File: src/design/swl_map.svh
// Constants of the single-wire slot and check engine: timing, command codes, patterns.
// Assumes a 100 MHz core clock; counts are derived from the figures below.
`ifndef SWL_MAP_SVH
`define SWL_MAP_SVH

// ****************************************
// Clock and timing
// ****************************************
`define SWL_CLK_MHZ 100
`define SWL_CYC_MIN(ns) ((((ns) * `SWL_CLK_MHZ) + 999) / 1000)
`define SWL_CYC_MAX(ns) (((ns) * `SWL_CLK_MHZ) / 1000)
`define SWL_SAMPLE_STD_NS 25000
`define SWL_SAMPLE_OD_NS 2000
`define SWL_HOLD_STD_NS 30000
`define SWL_HOLD_OD_NS 3000
`define SWL_REH_STD_NS 5000
`define SWL_REH_OD_NS 2000
`define SWL_FILT_STD_NS 1000
`define SWL_SAMPLE_STD_CYC `SWL_CYC_MIN(`SWL_SAMPLE_STD_NS)
`define SWL_SAMPLE_OD_CYC `SWL_CYC_MIN(`SWL_SAMPLE_OD_NS)
`define SWL_HOLD_STD_CYC `SWL_CYC_MIN(`SWL_HOLD_STD_NS)
`define SWL_HOLD_OD_CYC `SWL_CYC_MIN(`SWL_HOLD_OD_NS)
`define SWL_REH_STD_CYC `SWL_CYC_MIN(`SWL_REH_STD_NS)
`define SWL_REH_OD_CYC `SWL_CYC_MIN(`SWL_REH_OD_NS)
`define SWL_FILT_STD_CYC `SWL_CYC_MIN(`SWL_FILT_STD_NS)

// ****************************************
// Commands, patterns, checks
// ****************************************
`define SWL_CMD_WRITE_SCR 8'h0f
`define SWL_CMD_READ_SCR 8'haa
`define SWL_CMD_COPY_SCR 8'h55
`define SWL_CMD_READ_MEM 8'hf0
`define SWL_FILL_BYTE 8'hff
`define SWL_DONE_BYTE 8'haa
`define SWL_CRC16_POLY 16'ha001
`define SWL_CRC16_INIT 16'h0000
`define SWL_CRC8_POLY 8'h8c
`define SWL_MEM_LAST 16'h008f
`define SWL_SCR_SIZE 4'h8

`endif

File: src/design/swl_pkg.sv
// Types and shared arithmetic of the single-wire slot and check engine.
// Assumes swl_map.svh is on the include path.
`include "swl_map.svh"

package swl_pkg;

	// ****************************************
	// Transfer phases
	// ****************************************
	typedef enum logic [10:0] {
		PH_IDLE = 11'h001,
		PH_CMD = 11'h002,
		PH_TA1 = 11'h004,
		PH_TA2 = 11'h008,
		PH_ES_RX = 11'h010,
		PH_WDATA = 11'h020,
		PH_HDR_TX = 11'h040,
		PH_RDATA = 11'h080,
		PH_CRC = 11'h100,
		PH_PROG = 11'h200,
		PH_LOOP = 11'h400
	} swl_phase_t;

	typedef enum logic [3:0] {
		CK_WRITE = 4'h1,
		CK_READ = 4'h2,
		CK_COPY = 4'h4,
		CK_MEM = 4'h8
	} swl_cmd_t;

	// 8-bit check over the first 56 identity bits, least significant bit first
	function automatic logic [7:0] swl_crc8_56(input logic [55:0] d);
		logic [7:0] c;
		c = 8'h00;
		for (int i = 0; i < 56; i++) begin
			if (c[0] ^ d[i]) begin
				c = (c >> 1) ^ `SWL_CRC8_POLY;
			end else begin
				c = c >> 1;
			end
		end
		return c;
	endfunction

endpackage

File: src/design/swl_slot_core.sv
// Slot engine and transfer sequencer of a single-wire slave memory device.
// Assumes reset/presence and selection logic outside, which pulses bus_reset and
// select_done, sets overdrive, and serves data_addr from scratchpad or memory.
//
// Behaviour
// - Each slot carries one bit; write slots in, read slots out.
// - Master's falling edge opens a slot and starts the device timer.
// - Device pulls low for a zero bit until its timer releases.
// - Device never pulls low when returning a one.
// - Extra falling-edge filter at standard speed, bypassed in overdrive.
// - Glitches not reaching below the hysteresis level are ignored.
// - Drops inside hold-off are ignored; longer drops open a slot.
// - Identity check byte is the 8-bit check of 56 bits, uninverted.
// - Data check uses the 16-bit polynomial x16+x15+x2+1.
// - The 16-bit check is always sent inverted.
// - Scratch write: clear, shift command, addresses, data; send at offset 111.
// - Scratch read: clear, shift command, addresses, status, data; send at end.
// - Scratch transfers carry eight minus low three offset bits bytes.
// - Memory read streams bytes until the end of memory.
// - After a rejected command, or a finished one other than a successful copy, reads return ones until reset.
// - After a successful copy, reads return AA until reset.
// - Overdrive selects the fast timing set for every slot.
// - Bytes go least significant bit first; AA means copy success.
`timescale 1ns/1ns
`default_nettype none
`include "swl_map.svh"

module swl_slot_core
	import swl_pkg::*;
#(
	parameter logic [11:0] SAMPLE_STD = 12'(`SWL_SAMPLE_STD_CYC),
	parameter logic [11:0] SAMPLE_OD = 12'(`SWL_SAMPLE_OD_CYC),
	parameter logic [11:0] HOLD_STD = 12'(`SWL_HOLD_STD_CYC),
	parameter logic [11:0] HOLD_OD = 12'(`SWL_HOLD_OD_CYC),
	parameter logic [11:0] FILT_STD = 12'(`SWL_FILT_STD_CYC),
	parameter logic [11:0] REH_STD = 12'(`SWL_REH_STD_CYC),
	parameter logic [11:0] REH_OD = 12'(`SWL_REH_OD_CYC),
	parameter logic [15:0] MEM_LAST = `SWL_MEM_LAST
) (
	input wire logic core_clk,
	input wire logic rst_n,
	input wire logic line_high,
	input wire logic line_low,
	input wire logic overdrive,
	input wire logic bus_reset,
	input wire logic select_done,
	input wire logic [7:0] data_in,
	input wire logic [7:0] es_byte,
	input wire logic copy_done,
	input wire logic copy_ok,
	input wire logic [63:0] rom_id,
	output logic line_out,
	output logic line_oe,
	output logic [15:0] data_addr,
	output logic scratch_sel,
	output logic wr_strobe,
	output logic [7:0] wr_data,
	output logic copy_req,
	output logic prog_busy,
	output logic [7:0] rom_crc,
	output logic rom_crc_ok
);
	swl_phase_t phase;
	swl_cmd_t cmd;
	logic slot_start;
	logic slot_act;
	logic [11:0] timer;
	logic [11:0] samp_c;
	logic [11:0] hold_c;
	logic [11:0] end_c;
	logic sampled;
	logic [2:0] bit_cnt;
	logic [7:0] rx_shift;
	logic [7:0] tx_shift;
	logic [7:0] next_tx;
	logic load_req;
	logic [15:0] ta;
	logic [3:0] rem;
	logic [1:0] idx;
	logic [7:0] loop_byte;
	logic [15:0] crc;
	logic tx_mode;
	logic engaged;
	logic bit_done;
	logic bit_val;
	logic byte_done;
	logic [7:0] byte_val;
	logic crc_on;

	// ****************************************
	// Edge detection and check generator
	// ****************************************
	swl_edge_det #(
		.FILT_STD(FILT_STD),
		.REH_STD(REH_STD),
		.REH_OD(REH_OD)
	) u_edge (
		.core_clk(core_clk),
		.rst_n(rst_n),
		.overdrive(overdrive),
		.line_high(line_high),
		.line_low(line_low),
		.slot_start(slot_start)
	);

	assign crc_on = (phase == PH_CMD) || (phase == PH_TA1) || (phase == PH_TA2) ||
		(phase == PH_WDATA) || (phase == PH_HDR_TX) || (phase == PH_RDATA);

	swl_crc16 u_crc (
		.core_clk(core_clk),
		.rst_n(rst_n),
		.clear(select_done),
		.shift(bit_done && crc_on),
		.bit_in(bit_val),
		.crc(crc)
	);

	// ****************************************
	// Slot timing
	// ****************************************
	assign samp_c = overdrive ? SAMPLE_OD : SAMPLE_STD;
	assign hold_c = overdrive ? HOLD_OD : HOLD_STD;
	assign end_c = 12'(((hold_c > samp_c) ? hold_c : samp_c) + 12'h001);
	assign tx_mode = (phase == PH_HDR_TX) || (phase == PH_RDATA) ||
		(phase == PH_CRC) || (phase == PH_LOOP);
	// Slots during selection belong to other logic; during programming none are expected
	assign engaged = (phase != PH_IDLE) && (phase != PH_PROG);
	assign bit_done = slot_act && (timer == end_c);
	assign bit_val = tx_mode ? tx_shift[0] : sampled;
	assign byte_done = bit_done && (bit_cnt == 3'h7);
	assign byte_val = {bit_val, rx_shift[7:1]};

	always_ff @(posedge core_clk) begin
		if (!rst_n || bus_reset) begin
			slot_act <= 1'b0;
			timer <= 12'h000;
			line_oe <= 1'b0;
			sampled <= 1'b1;
		end else if (slot_start && !slot_act && engaged) begin
			slot_act <= 1'b1;
			timer <= 12'h000;
			// A one never pulls the line; a zero pulls at once, well inside the read low time
			line_oe <= tx_mode && !tx_shift[0];
		end else if (slot_act) begin
			timer <= timer + 12'h001;
			if (timer == hold_c) begin
				line_oe <= 1'b0;
			end
			if (timer == samp_c) begin
				sampled <= line_high;
			end
			if (timer == end_c) begin
				slot_act <= 1'b0;
			end
		end
	end

	always_ff @(posedge core_clk) begin
		if (!rst_n) begin
			line_out <= 1'b0;
		end else begin
			line_out <= 1'b0;
		end
	end

	// ****************************************
	// Bit and byte assembly
	// ****************************************
	always_comb begin
		next_tx = loop_byte;
		case (phase)
			PH_HDR_TX: begin
				next_tx = (idx == 2'h0) ? ta[7:0] : ((idx == 2'h1) ? ta[15:8] : es_byte);
			end
			PH_RDATA: begin
				next_tx = data_in;
			end
			PH_CRC: begin
				next_tx = (idx == 2'h0) ? ~crc[7:0] : ~crc[15:8];
			end
			PH_LOOP: begin
				next_tx = loop_byte;
			end
			default: begin
				next_tx = `SWL_FILL_BYTE;
			end
		endcase
	end

	always_ff @(posedge core_clk) begin
		if (!rst_n || bus_reset || select_done) begin
			bit_cnt <= 3'h0;
			rx_shift <= 8'h00;
			tx_shift <= `SWL_FILL_BYTE;
		end else if (bit_done) begin
			bit_cnt <= bit_cnt + 3'h1;
			rx_shift <= byte_val;
			tx_shift <= {1'b1, tx_shift[7:1]};
		end else if (load_req) begin
			tx_shift <= next_tx;
		end
	end

	// ****************************************
	// Transfer sequencer
	// ****************************************
	always_ff @(posedge core_clk) begin
		if (!rst_n || bus_reset) begin
			phase <= PH_IDLE;
			cmd <= CK_WRITE;
			load_req <= 1'b0;
			idx <= 2'h0;
			rem <= 4'h0;
			loop_byte <= `SWL_FILL_BYTE;
			data_addr <= 16'h0000;
			scratch_sel <= 1'b0;
			wr_strobe <= 1'b0;
			wr_data <= 8'h00;
			copy_req <= 1'b0;
			if (!rst_n) begin
				ta <= 16'h0000;
			end
		end else begin
			load_req <= 1'b0;
			wr_strobe <= 1'b0;
			copy_req <= 1'b0;
			// Step only after the strobe, so the write lands on the byte's own address
			if (wr_strobe) begin
				data_addr <= data_addr + 16'h0001;
			end
			if (select_done) begin
				phase <= PH_CMD;
			end else if (phase == PH_PROG) begin
				if (copy_done) begin
					phase <= PH_LOOP;
					loop_byte <= copy_ok ? `SWL_DONE_BYTE : `SWL_FILL_BYTE;
					load_req <= 1'b1;
				end
			end else if (byte_done) begin
				case (phase)
					PH_CMD: begin
						case (byte_val)
							`SWL_CMD_WRITE_SCR: begin
								cmd <= CK_WRITE;
								phase <= PH_TA1;
							end
							`SWL_CMD_READ_SCR: begin
								cmd <= CK_READ;
								phase <= PH_HDR_TX;
								idx <= 2'h0;
								load_req <= 1'b1;
							end
							`SWL_CMD_COPY_SCR: begin
								cmd <= CK_COPY;
								phase <= PH_TA1;
							end
							`SWL_CMD_READ_MEM: begin
								cmd <= CK_MEM;
								phase <= PH_TA1;
							end
							default: begin
								phase <= PH_LOOP;
								loop_byte <= `SWL_FILL_BYTE;
								load_req <= 1'b1;
							end
						endcase
					end
					PH_TA1: begin
						ta[7:0] <= byte_val;
						phase <= PH_TA2;
					end
					PH_TA2: begin
						ta[15:8] <= byte_val;
						data_addr <= {byte_val, ta[7:0]};
						scratch_sel <= (cmd != CK_MEM);
						rem <= `SWL_SCR_SIZE - {1'b0, ta[2:0]};
						if (cmd == CK_WRITE) begin
							phase <= PH_WDATA;
						end else if (cmd == CK_COPY) begin
							phase <= PH_ES_RX;
						end else if ({byte_val, ta[7:0]} > MEM_LAST) begin
							phase <= PH_LOOP;
							loop_byte <= `SWL_FILL_BYTE;
							load_req <= 1'b1;
						end else begin
							phase <= PH_RDATA;
							load_req <= 1'b1;
						end
					end
					PH_WDATA: begin
						wr_strobe <= 1'b1;
						wr_data <= byte_val;
						rem <= rem - 4'h1;
						if (rem == 4'h1) begin
							// Last byte lands on offset 111, so the check follows
							phase <= PH_CRC;
							idx <= 2'h0;
							load_req <= 1'b1;
						end
					end
					PH_ES_RX: begin
						copy_req <= 1'b1;
						phase <= PH_PROG;
					end
					PH_HDR_TX: begin
						load_req <= 1'b1;
						if (idx == 2'h2) begin
							phase <= PH_RDATA;
							data_addr <= ta;
							scratch_sel <= 1'b1;
							rem <= `SWL_SCR_SIZE - {1'b0, ta[2:0]};
						end else begin
							idx <= idx + 2'h1;
						end
					end
					PH_RDATA: begin
						load_req <= 1'b1;
						data_addr <= data_addr + 16'h0001;
						rem <= rem - 4'h1;
						if (scratch_sel && (rem == 4'h1)) begin
							phase <= PH_CRC;
							idx <= 2'h0;
						end else if (!scratch_sel && (data_addr == MEM_LAST)) begin
							phase <= PH_LOOP;
							loop_byte <= `SWL_FILL_BYTE;
						end
					end
					PH_CRC: begin
						load_req <= 1'b1;
						if (idx == 2'h1) begin
							phase <= PH_LOOP;
							loop_byte <= `SWL_FILL_BYTE;
						end else begin
							idx <= 2'h1;
						end
					end
					PH_LOOP: begin
						load_req <= 1'b1;
					end
					default: begin
						phase <= PH_IDLE;
					end
				endcase
			end
		end
	end

	// ****************************************
	// Status and identity check
	// ****************************************
	always_ff @(posedge core_clk) begin
		if (!rst_n) begin
			prog_busy <= 1'b0;
		end else begin
			prog_busy <= (phase == PH_PROG);
		end
	end

	// Long combinational chain; registered so it never limits the slot logic
	always_ff @(posedge core_clk) begin
		if (!rst_n) begin
			rom_crc <= 8'h00;
			rom_crc_ok <= 1'b0;
		end else begin
			rom_crc <= swl_crc8_56(rom_id[55:0]);
			rom_crc_ok <= (rom_crc == rom_id[63:56]);
		end
	end

endmodule

`default_nettype wire

File: src/design/swl_edge_det.sv
// Slot-opening edge detector with low-pass filter and rising-edge hold-off.
// Assumes line_high/line_low come from comparators, synchronous to core_clk.
`timescale 1ns/1ns
`default_nettype none
`include "swl_map.svh"

module swl_edge_det #(
	parameter logic [11:0] FILT_STD = 12'(`SWL_FILT_STD_CYC),
	parameter logic [11:0] REH_STD = 12'(`SWL_REH_STD_CYC),
	parameter logic [11:0] REH_OD = 12'(`SWL_REH_OD_CYC)
) (
	input wire logic core_clk,
	input wire logic rst_n,
	input wire logic overdrive,
	input wire logic line_high,
	input wire logic line_low,
	output logic slot_start
);
	logic armed;
	logic was_high;
	logic [11:0] reh_cnt;
	logic [11:0] low_cnt;
	logic [11:0] thr_m1;
	logic fire;

	// Overdrive skips the extra filtering: one low cycle opens a slot
	assign thr_m1 = overdrive ? 12'h000 : 12'(FILT_STD - 12'h001);
	// Only a drop below the hysteresis level counts; a dip through the upper level alone is ignored
	assign fire = armed && (reh_cnt == 12'h000) && line_low && (low_cnt >= thr_m1);

	// ****************************************
	// Hold-off after the line crosses high
	// ****************************************
	always_ff @(posedge core_clk) begin
		if (!rst_n) begin
			was_high <= 1'b1;
			reh_cnt <= 12'h000;
		end else begin
			was_high <= line_high;
			if (line_high && !was_high) begin
				reh_cnt <= overdrive ? REH_OD : REH_STD;
			end else if (reh_cnt != 12'h000) begin
				reh_cnt <= reh_cnt - 12'h001;
			end
		end
	end

	// ****************************************
	// Low filter and arming
	// ****************************************
	always_ff @(posedge core_clk) begin
		if (!rst_n) begin
			low_cnt <= 12'h000;
		end else if (!line_low) begin
			low_cnt <= 12'h000;
		end else if (low_cnt != 12'hfff) begin
			// A drop still low when the hold-off ends is taken as a new slot
			low_cnt <= low_cnt + 12'h001;
		end
	end

	always_ff @(posedge core_clk) begin
		if (!rst_n) begin
			armed <= 1'b1;
			slot_start <= 1'b0;
		end else begin
			slot_start <= fire;
			if (fire) begin
				armed <= 1'b0;
			end else if (line_high && !was_high) begin
				armed <= 1'b1;
			end
		end
	end

endmodule

`default_nettype wire

File: src/design/swl_crc16.sv
// Serial 16-bit check generator, one bit per shift, least significant bit first.
// Assumes the caller clears it before the first bit of a command.
`timescale 1ns/1ns
`default_nettype none
`include "swl_map.svh"

module swl_crc16 (
	input wire logic core_clk,
	input wire logic rst_n,
	input wire logic clear,
	input wire logic shift,
	input wire logic bit_in,
	output logic [15:0] crc
);
	always_ff @(posedge core_clk) begin
		if (!rst_n) begin
			crc <= `SWL_CRC16_INIT;
		end else if (clear) begin
			crc <= `SWL_CRC16_INIT;
		end else if (shift) begin
			// Reflected form of x16+x15+x2+1
			if (crc[0] ^ bit_in) begin
				crc <= (crc >> 1) ^ `SWL_CRC16_POLY;
			end else begin
				crc <= crc >> 1;
			end
		end
	end

endmodule

`default_nettype wire

File: config.mk
export PLATFORM = sky130hd
export DESIGN_NAME = swl_slot_core
export DESIGN_NICKNAME = d
export VERILOG_FILES = /design/src/design/swl_pkg.sv /design/src/design/swl_slot_core.sv /design/src/design/swl_edge_det.sv /design/src/design/swl_crc16.sv
export VERILOG_INCLUDE_DIRS = /design/src /design/src/design
export SDC_FILE = /design/constraint.sdc
export NUM_CORES = 1
export LEC_CHECK = 0
export BUFFER_PORTS_ARGS = -buffer_cell sky130_fd_sc_hd__buf_4
export CORE_MARGIN = 2
export CORE_UTILIZATION = 45
export DETAILED_ROUTE_END_ITERATION = 16
export GPL_TIMING_DRIVEN = 1
export PLACE_DENSITY = 0.67
export SETUP_SLACK_MARGIN = 0.05
export SLEW_MARGIN = 40
export SYNTH_ARGS = -nofsm -noshare
export SYNTH_HDL_FRONTEND = slang
export SYNTH_HIERARCHICAL = 1
export SYNTH_SLANG_ARGS = --single-unit
File: constraint.sdc
create_clock -name core_clk -period 3.4 [get_ports core_clk]
set_input_delay 0.34 -clock core_clk [delete_from_list [all_inputs] [get_ports core_clk]]
set_output_delay 0.34 -clock core_clk [all_outputs]
set_load 0.01 [all_outputs]
-- After elaboration in Yosys (flattened, before gate mapping)
Cells that the tools add are included.
- equal/unequal tests: 56
- reductions and logical operators: 69
- multiplexer cells: 194
- bitwise gates (word level): 119
- add/sub/neg operators: 9
- order comparisons: 3
- operator list (kind ; count):
    $mux W8 ; 125
    $mux W16 ; 11
    $not A2 Y3 ; 56
    $mux W11 ; 11
    $pmux W11 S9 ; 1
    $pmux W8 S4 ; 2
    $mux W12 ; 5
    $xor A1 B1 Y1 ; 56
    $pmux W16 S3 ; 1
    $add A12 B1 Y12 const B ; 3
    $eq A12 B12 Y1 ; 3
    $mux W7 ; 4
    $reduce_and A5 Y1 ; 5
    $pmux W11 S2 ; 1
    $reduce_bool A2 Y1 ; 10
    $mux W1 ; 19
    $add A16 B1 Y16 const B ; 1
    $eq A16 B8 Y1 const B ; 1
    $eq A8 B8 Y1 const B ; 2
    $gt A16 B8 Y1 const B ; 1
    $not A8 Y8 ; 2
    $pmux W4 S4 ; 1
    $ne A3 B1 Y1 const B ; 5
    $ne A3 B2 Y1 const B ; 5
    61 further kinds ; 119
- logic and storage cells: 482
- output and inout bits: 39
- bits of input ports: 89
- register bits after elaboration: 160

-- Depth between registers and ports, before layout
Gate-level depths: netlist of run 1.
- depth after elaboration: 166
- gate-level depth with buffers: 13
- gate-level depth less buffers: 11

-- Modules after synthesis
Netlist of run 1, hierarchy kept.
- by module, submodules not included (module ; times used ; area an instance (sq um) ; sequential area each (sq um) ; cells an instance):
    swl_slot_core ; 1 ; 7800.0 ; 2342.2 ; 885
    swl_edge_det ; 1 ; 1360.1 ; 540.5 ; 150
    swl_crc16 ; 1 ; 609.3 ; 320.3 ; 59

-- Worst setup path after synthesis of run 1
No wires, ideal clock.
- kind: input -> register
- start: input rom_id[16]
- end: register rom_crc[7]
- stages: 10
- buffers on the path: 0
- arrival: 3.520 ns
- path slack: -0.238 ns
- setup time: 0.119 ns
- data required time: 3.281 ns
- cells stage by stage: xor3_1 -> xnor3_2 -> xnor3_2 -> xnor2_4 -> xnor3_1 -> xnor2_2 -> xnor2_2 -> xnor3_1 -> xnor3_1 -> nor2_1
- cells in the longest elaborated chain, start to end: 99
- elaborated cells on any way between the ends: 145
- classes of those cells: mux (78); bitwise (66); reduce/logical (1)
- ends and longest elaborated chain (item ; line ; text):
    from (decl) ; swl_slot_core.sv:51 ; input wire logic [63:0] rom_id,
    $xor A1 B1 Y1 (*) ; swl_pkg.sv:36 ; if (c[0] ^ d[i]) begin
    $mux W8 (*) ; swl_pkg.sv:36 ;
    $mux W8 (*) ; swl_slot_core.sv:361 ; if (!rst_n) begin
    $mux W8 (*) ; swl_pkg.sv:36 ;
    $mux W8 (*) ; swl_slot_core.sv:361 ;
    $mux W8 (*) ; swl_pkg.sv:36 ;
    $mux W8 (*) ; swl_slot_core.sv:361 ;
    $xor A1 B1 Y1 or $mux W8 (tied branches) ; swl_pkg.sv:36, swl_slot_core.sv:361 ;
    (+83 left out) ; -- ;
    $mux W8 (*) ; swl_pkg.sv:36 ;
    $mux W8 (*) ; swl_slot_core.sv:361 ;
    $mux W8 (*) ; swl_pkg.sv:36 ;
    $mux W8 (*) ; swl_slot_core.sv:361 ;
    $mux W8 (*) ; swl_pkg.sv:36 ;
    $mux W8 (*) ; swl_slot_core.sv:361 ;
    $xor A1 B1 Y1 (*) ; swl_pkg.sv:36 ;
    $reduce_and A2 Y1 (no source line) (*) ; -- ;
    to (signal assigned) ; swl_slot_core.sv:365 ; rom_crc <= swl_crc8_56(rom_id[55:0]);
    to (decl) ; swl_slot_core.sv:60 ; output logic [7:0] rom_crc,
Mark *: on every way between the ends. The select of a mux whose other input is x is not followed.
A chain may end at the register's enable or synchronous reset.

-- Worst setup path in the final report of run 1
- start: input rom_id[11]
- end: register rom_crc[0]
- cells in the longest elaborated chain, start to end: 110
- elaborated cells on any way between the ends: 166
- classes of those cells: mux (89); bitwise (77)
- ends and longest elaborated chain (item ; line):
    $xor A1 B1 Y1 (*) ; swl_pkg.sv:36
    $mux W8 (*) ; swl_pkg.sv:36
    $mux W8 (*) ; swl_slot_core.sv:361
    $mux W8 (*) ; swl_pkg.sv:36
    $mux W8 (*) ; swl_slot_core.sv:361
    $mux W8 (*) ; swl_pkg.sv:36
    $mux W8 (*) ; swl_slot_core.sv:361
    $xor A1 B1 Y1 or $mux W8 (tied branches) ; swl_pkg.sv:36, swl_slot_core.sv:361
    (+94 left out) ; --
    $mux W8 (*) ; swl_pkg.sv:36
    $mux W8 (*) ; swl_slot_core.sv:361
    branches (longest 1 deep; another with $xor A1 B1 Y1) ; --
    $mux W8 (*) ; swl_pkg.sv:36
    $mux W8 (*) ; swl_slot_core.sv:361
    $mux W8 (*) ; swl_pkg.sv:36
    $mux W8 (*) ; swl_slot_core.sv:361
    $mux W4 (*) ; swl_pkg.sv:36
Marked as above.

==> flow_summary.ini, run 1 <==
[placement]
dpl_cell_area_um2 = 11500
numPortBuffers = 126
routabilityCongestion = 0.887
place_hpwl_mm = 19.8
placed_cells = 1523

[grt]
grt_first_pass_wirelength_mm = 41.7
antenna_found_initial = 0
grt_max_degree = 36
grt_pass1_vias = 8067
grtUsageTotal_pct = 23.3
grt-ovfl-total = 0

[logic_synthesis]
syn_nets = 1202
synth.avg_cell_area_um2 = 8.93
seq_area_frac_synth_pct = 32.8
synth_fa_ha_area_share_pct = 2.43
ys.flop_type = dfxtp_1
synth_top_family_by_area = XOR/XNOR gates
synthCells = 1094
synth.mux.area_fraction_pct = 3.71
yosysWarnings = 6
ys_seq_elements = 152
synth_edf_count = 16
synth_cell_type_count = 77
synth_compound_area_share_pct = 13.6
syn-cell-area_um2 = 9770
synthSimpleGateAreaFrac_pct = 20.8
async_reset_ff_share_pct = 0
yosys.area_share.xor_xnor_pct = 23.3

[layout]
seqCellArea_um2 = 3200
num-fill-cells = 1902
drive_gt1_share_pct = 21.6
instances_no_fill = 1555
fin_util_pct = 57.0
final_area_um2 = 12100
nets = 1375
num_antenna_cells = 0
area_growth_pct = 23.4
multi_input_area_um2 = 6330

[clocking]
cts_setup_buffers = 0
clock_sinks = 152
cts_root_buffer = clkbuf_16
cts_tree = done
ctsResizeCount = 0
numCtsBuffers = 17
cts_max_path_buffers = 2
clkTransAtPathRegs_ns = 0.06
htree_num_levels = 4
clkLatencyLatePin_ns = 0.43
holdBufCountCts = 0

[timing]
fin_crit_sh_pct = 93.3
skew_ns = 0.0110
hold_viol = 0
setup_viol = 0
worstMarginPinSlew_ns = 0.783
rsz0062_at_grt = no
fin_worst_hold_slack_ns = 0.127
fmax_mhz = 315
max_slew_margin_pct = 47.3
min_period_ns = 3.17
slew_violations = 0

[min_path]
hp-class = in -> reg

[floorplan]
die_area_um2 = 22900
coreArea_um2 = 21200
ioPinCount = 128
row_count = 53
die_h_um = 151
die_width_um = 151
initial_core_util_pct = 46.2

[power]
peakVddDrop_mv = 2.00
leakagePower_uw = 0.00478
p_per_area_nw_per_um2 = 1370
power_uw = 16500

[worst_setup_path]
cp-end-kind = register
cp.arrival_ns = 3.49
worstSetupPathType = in -> reg
startpoint_type = input port
worst_ep_required_time_ns = 3.72
critPathMaxFanout = 3

[drt]
drt_wl_total_mm = 26.3
drt-pass1-iter-count = 5
antenna_left = 0
vias = 8574
via_per_inst = 5.51
avgRoutedWirePerCell_um = 16.9
drt_iter0_markers = 684
route.detailed.drc = 0

[status]
outcome = finished clean

[flow_run]
maxCapViolCount = 0
## final timing paths
kind                            cells after the start        from               to  slack [ns]
worst max register to register                     10    phase[2]    u_crc/crc[14]        0.36
worst max-delay path                               11  rom_id[11]       rom_crc[0]        0.23
worst min-delay path                                2   line_high  u_edge/was_high        0.13
worst min register to register                      2  wr_data[2]       wr_data[2]        0.45
## per-layer routing
metal,wire [um],GRT usage [%],up-vias,share of wire (%)
li1,-,-,4227,-
met1,11700,31.9,4024,45
met2,12000,36.7,291,46
met3,2160,5.57,32,8.2
met4,442,6.59,0,1.7
met5,0,0,-,0
## power breakdown
group	total [uW]	switching, uW	internal (uW)	leakage, uW
clock network	1790	803	984	0.000265
logic	12600	4680	7890	0.00324
registers	2170	116	2060	0.00127
## sequential cells by signal, indices dropped and copies added, names as in the netlist, 11 cells and up
register,cells
ta,16
timer,12
phase,11
data_addr,16
u_crc/crc,16
u_edge/low_cnt,12
u_edge/reh_cnt,12
## layout make-up
type | count | area share, %
repair buffers | 200 | 12.5
clock buffers | 21 | 3.82
flip-flops and latches | 152 | 26.6
clock inverters | 11 | 0.727
well taps | 275 | 2.85
multi-input cells | 863 | 52.5
inverters | 33 | 1.03
## layout by cell type (no fill, tap or decap), drive strengths merged, types with 12 or more instances in the layout
master | synthesis | final
ha | 19 | 19
xnor2 | 112 | 112
nor4 | 15 | 15
nor2 | 126 | 126
buf | 7 | 200
xor2 | 33 | 33
nor3 | 21 | 21
a31oi | 13 | 13
xnor3 | 31 | 31
a21oi | 52 | 52
dfxtp | 136 | 136
o21ai | 61 | 61
nand4 | 14 | 14
nand3 | 35 | 35
inv | 33 | 38
a22oi | 14 | 14
and2 | 18 | 18
edfxtp | 16 | 16
mux2i | 34 | 34
a211oi | 12 | 12
clkbuf | 39 | 21
nand2 | 105 | 105
## critical path, stage by stage
cell	delay, ns
buf_4	0.09
xnor3_1	0.40
xnor3_2	0.46
xnor3_1	0.24
xnor2_2	0.19
xnor2_1	0.33
xnor3_1	0.50
xnor2_1	0.24
xnor2_1	0.19
xnor2_1	0.16
mux2_2	0.35
## metrics by stage
stage	setup TNS, ns	worst slack, ns
2_1_floorplan	0	0.0546
3_3_place_gp	-0.535	-0.121
3_5_place_dp	-1.08	-0.234
4_1_cts	0	0.192
5_1_grt	0	0.0768
6_report	0	0.227
## kinds of logic (layout without fill, tap and decap cells)
group / count (synthesis) / count (layout)
flip-flops: 152 / 152
other: 1 / 1
AO/OA/AOI/OAI: 210 / 210
multiplexers: 36 / 36
XOR/XNOR: 186 / 186
buffers and inverters: 79 / 265
adder cells (fa/ha/maj): 19 / 19
AND/OR/NAND/NOR: 411 / 411
## synth_stat cells (16+ instances only)
master    number  share of area (%)
xor2_1        32                2.9
and2_1        18                1.2
nand3_1       35                1.8
xnor3_1       28                6.5
nand2_1      105                4.0
edfxtp_1      16                4.9
xnor2_1      105                9.4
clkbuf_1      39                1.5
nor2_1       126                4.8
a21oi_1       52                2.7
nor3_1        21                1.1
dfxtp_1      136                 28
mux2i_1       34                3.5
ha_1          19                2.4
o21ai_0       61                3.1
inv_1         32                1.2
Power figures use the tool's default switching activity.
==> inputs of run 2 (changes only) <==
Settings changed: GPL_ROUTABILITY_DRIVEN set to 0, PLACE_DENSITY 0.67 to unset, PLACE_DENSITY_LB_ADDON set to 0.12.
==> flow_summary.ini, run 2 (synthesis results as in run 1) <==
[power]
p_per_area_nw_per_um2 = 1350
peakVddDrop_mv = 1.87
leakagePower_uw = 0.00480

[worst_setup_path]
path_common_cell = xnor2_1
cp-end-kind = register
path_buf_inv = 1
startpoint_type = input port
critPathMaxStageDelay_ns = 0.52
reg2reg_slack_ns = 0.24
cp.arrival_ns = 3.52
rr_worst_depth = 9
worstPathCellList = buf_4, xnor3_1, xnor3_2, xnor3_1, xnor2_2, xnor2_1, xnor3_1, xnor2_1, xnor2_1, xnor2_1, mux2_2
crit_path_top_delay_cell = xnor3_1
worst_ep_required_time_ns = 3.71
r2r_start = phase[2]
path_depth = 11
worstSetupPathType = in -> reg
r2r-end = u_crc/crc[3]
critPathLaunch = rom_id[11]
crit_family = XOR/XNOR gates
critPathMaxFanout = 3

[clocking]
holdBufCountCts = 0
clkLatencyLatePin_ns = 0.43
ctsResizeCount = 0
cts_max_path_buffers = 2
cts_tree = done
cts_root_buffer = clkbuf_16
cts_setup_buffers = 0
clock_sinks = 152
clkTransAtPathRegs_ns = 0.06
htree_num_levels = 4
numCtsBuffers = 17

[grt]
grtUsageTotal_pct = 23.7
grt-ovfl-total = 0
grt_pass1_vias = 8020
grt_first_pass_wirelength_mm = 42.3
grt_max_degree = 29
antenna_found_initial = 0

[floorplan]
die_h_um = 151
ioPinCount = 128
coreArea_um2 = 21200
die_width_um = 151
initial_core_util_pct = 46.2
row_count = 53
die_area_um2 = 22900

[flow_run]
maxCapViolCount = 0

[placement]
numPortBuffers = 126
place_hpwl_mm = 20.2

[status]
outcome = finished clean

[layout]
final_common_cell = buf_4
drive_gt1_share_pct = 21.8
num-fill-cells = 1970
mostFrequentLayoutCells = 202 x buf_4, 136 x dfxtp_1, 126 x nor2_1
reg_top3 = data_addr: 16 flops, ta: 16 flops, u_crc/crc: 16 flops
nets = 1377
area_growth_pct = 23.9
num_antenna_cells = 0
fin_util_pct = 57.2

[drt]
route.detailed.drc = 0
drt_iter0_markers = 690
via_per_inst = 5.48
drt-pass1-iter-count = 5
avgRoutedWirePerCell_um = 17.2
drt_wl_total_mm = 26.7
vias = 8525
antenna_left = 0

[timing]
hold_viol = 0
max_slew_margin_pct = 50.0
setup_viol = 0
fin_worst_hold_slack_ns = 0.120
fmax_mhz = 312
worstMarginPinSlew_ns = 0.750
rsz0062_at_grt = no
fin_crit_sh_pct = 94.4
skew_ns = 0.0118
slew_violations = 0
setup_tns_ns = 0
min_period_ns = 3.21

[min_path]
hp-class = in -> reg
min_from = line_high
whs_endpoint = u_edge/was_high
hold_path_depth = 2
[run 2: cell count changes in the layout (fill, tap and decap cells not counted), sizes merged]
| cell | before | now |
|---|---|---|
| buf | 200 | 202 |
| clkinv | 4 | 5 |
| bufinv | 0 | 2 |
| inv | 38 | 37 |
| clkbuf | 21 | 19 |
[run 2: power by group]
part | total [uW] | internal [uW] | switching, uW
registers | 2170 | 2060 | 109
clock network | 1930 | 1130 | 800
logic | 12200 | 7830 | 4370
total | 16300 | 11000 | 5280
[run 2: worst max path at each step]
stage                     slack [ns]    endpoint
after floorplan                 0.05  rom_crc[0]
after global placement         -0.18  rom_crc[0]
after detailed placement       -0.21  rom_crc[0]
after CTS                       0.22  rom_crc[0]
after global routing            0.09  rom_crc[1]
final                           0.19  rom_crc[0]
[run 2: cell type report]
class                   instances  area (um2)  area share [%]
repair buffers                202        1520            12.5
inverters                      33         124            1.02
flip-flops and latches        152        3200            26.5
well taps                     275         344            2.84
clock inverters                13         143            1.18
clock buffers                  19         453            3.74
multi-input cells             863        6320            52.2
[run 2: through the flow]
step                      total power [uW]  setup WS [ns]  cell area (um2)  cells
after CTS                            16400          0.216            12100   1557
after floorplan                      11200         0.0546             9840   1094
after global routing                 17200         0.0948            12100   1557
after detailed placement             14400         -0.205            11500   1525
after global placement               14300         -0.182            11500   1525
final                                16300          0.191            12100   1557
[run 2: metal layers]
metal  up-vias  wire, um  global-route usage, %
li1       4232         -                      -
met1      4008     12200                   33.0
met2       265     12300                   38.0
met3        20      2000                   5.27
met4         0       208                   4.63
met5         -         0                      0
==> inputs of run 3 (changes only) <==
Clock period 3.4 ns to 3.5 ns, I/O delays scaled along.
==> flow_summary.ini, run 3 (synthesis results as in run 1) <==
[status]
outcome = finished clean

[min_path]
hp-class = in -> reg
min_from = line_high

[clocking]
htree_num_levels = 4
clkLatencyLatePin_ns = 0.43
numCtsBuffers = 17
clkTransAtPathRegs_ns = 0.07
clock_sinks = 152
cts_setup_buffers = 0
cts_max_path_buffers = 2
cts_tree = done
cts_root_buffer = clkbuf_16

[grt]
grt_max_degree = 33
grt_first_pass_wirelength_mm = 42.4
antenna_found_initial = 0
grt_pass1_vias = 7948
grt-ovfl-total = 0
grtUsageTotal_pct = 23.8

[drt]
drt_wl_total_mm = 26.9
drt-pass1-iter-count = 7
vias = 8549
antenna_left = 0
via_per_inst = 5.52
avgRoutedWirePerCell_um = 17.4
drt_iter0_markers = 752
route.detailed.drc = 0

[worst_setup_path]
critPathMaxFanout = 3
worst_ep_required_time_ns = 3.82
crit_path_top_delay_cell = xnor3_1
worstSetupPathType = in -> reg
critPathLaunch = rom_id[14]
r2r_start = phase[7]
critPathMaxStageDelay_ns = 0.41
path_buf_inv = 2
worstPathCellList = buf_4, buf_4, xor3_1, xnor2_1, xnor3_1, xnor2_2, xnor3_1, xnor3_1, xnor2_1, xnor2_1, mux2_2
startpoint_type = input port
cp.arrival_ns = 3.56
cp-end-kind = register
reg2reg_slack_ns = 0.33
crit_family = XOR/XNOR gates

[floorplan]
row_count = 53
die_h_um = 151
die_width_um = 151
ioPinCount = 128
coreArea_um2 = 21200
die_area_um2 = 22900
initial_core_util_pct = 46.2

[timing]
slew_violations = 0
fin_crit_sh_pct = 92.6
skew_ns = 0.0167
min_period_ns = 3.24
setup_viol = 0
setup_tns_ns = 0
max_slew_margin_pct = 48.6
rsz0062_at_grt = no
hold_viol = 0
fmax_mhz = 309
worstMarginPinSlew_ns = 0.770

[layout]
num-fill-cells = 1938
reg_top3 = data_addr: 16 flops, ta: 16 flops, u_crc/crc: 16 flops
mostFrequentLayoutCells = 193 x buf_4, 136 x dfxtp_1, 126 x nor2_1
drive_gt1_share_pct = 21.1
final_common_cell = buf_4
seqCellArea_um2 = 3200
multi_input_area_um2 = 6320
nets = 1368
fin_util_pct = 57.0
area_growth_pct = 23.5
num_antenna_cells = 0

[flow_run]
maxCapViolCount = 0

[power]
leakagePower_uw = 0.00476
peakVddDrop_mv = 1.66
p_per_area_nw_per_um2 = 1280

[placement]
place_hpwl_mm = 20.2
numPortBuffers = 126
## run 3: cell type report
cell class | instances | area share (%)
timing repair buffer | 193 | 12.0
multi-input combinational | 863 | 52.4
tap | 275 | 2.85
inverter | 33 | 1.03
clock buffer | 18 | 3.73
clock inverter | 14 | 1.45
sequential | 152 | 26.5
## run 3: routing by layer
metal	wire (um)	GRT usage, %	up-vias
met1	12400	33.8	4032
met5	0	0	-
met2	12100	37.1	282
met4	246	4.63	0
met3	2140	5.60	22
li1	-	-	4213
## run 3: metrics by stage
| stage | power (uW) | instance area (um2) | hold slack (ns) | worst slack, ns | std cells |
|---|---|---|---|---|---|
| floorplan | 10900 | 9820 | 0.423 | 0.0557 | 1094 |
| global placement | 13500 | 11400 | 0.443 | -0.156 | 1516 |
| detailed placement | 13500 | 11400 | 0.447 | -0.267 | 1516 |
| CTS | 15500 | 12100 | 0.130 | 0.166 | 1548 |
| global route | 16100 | 12100 | 0.151 | 0.112 | 1548 |
| finish | 15400 | 12100 | 0.140 | 0.261 | 1548 |
## run 3: what timing repair did
action                     4_1_cts  5_1_grt
setup endpoints to repair        0        4
gates resized for setup          0        1
hold buffers                     0        0
## run 3: worst register-to-register path, cell delays in order (launching register included)
cell and delay, ns:
dfxtp_1 0.40, nor4_1 0.41, buf_4 0.20, nand2_1 0.08, or4_1 0.65, nand3_1 0.27
a21oi_1 0.09, nor2_1 0.27, buf_4 0.35, nor2_1 0.09, a211oi_1 0.26
## run 3: power breakdown
part | internal (uW) | switching (uW) | total (uW)
sequential | 1990 | 108 | 2100
clock | 1130 | 842 | 1970
combinational | 7150 | 4180 | 11300
## run 3: worst paths after layout
kind,end,depth (start not counted)
max,rom_crc[0],11
min,u_edge/was_high,2
min reg2reg,wr_data[0],2
max reg2reg,u_crc/crc[15],10
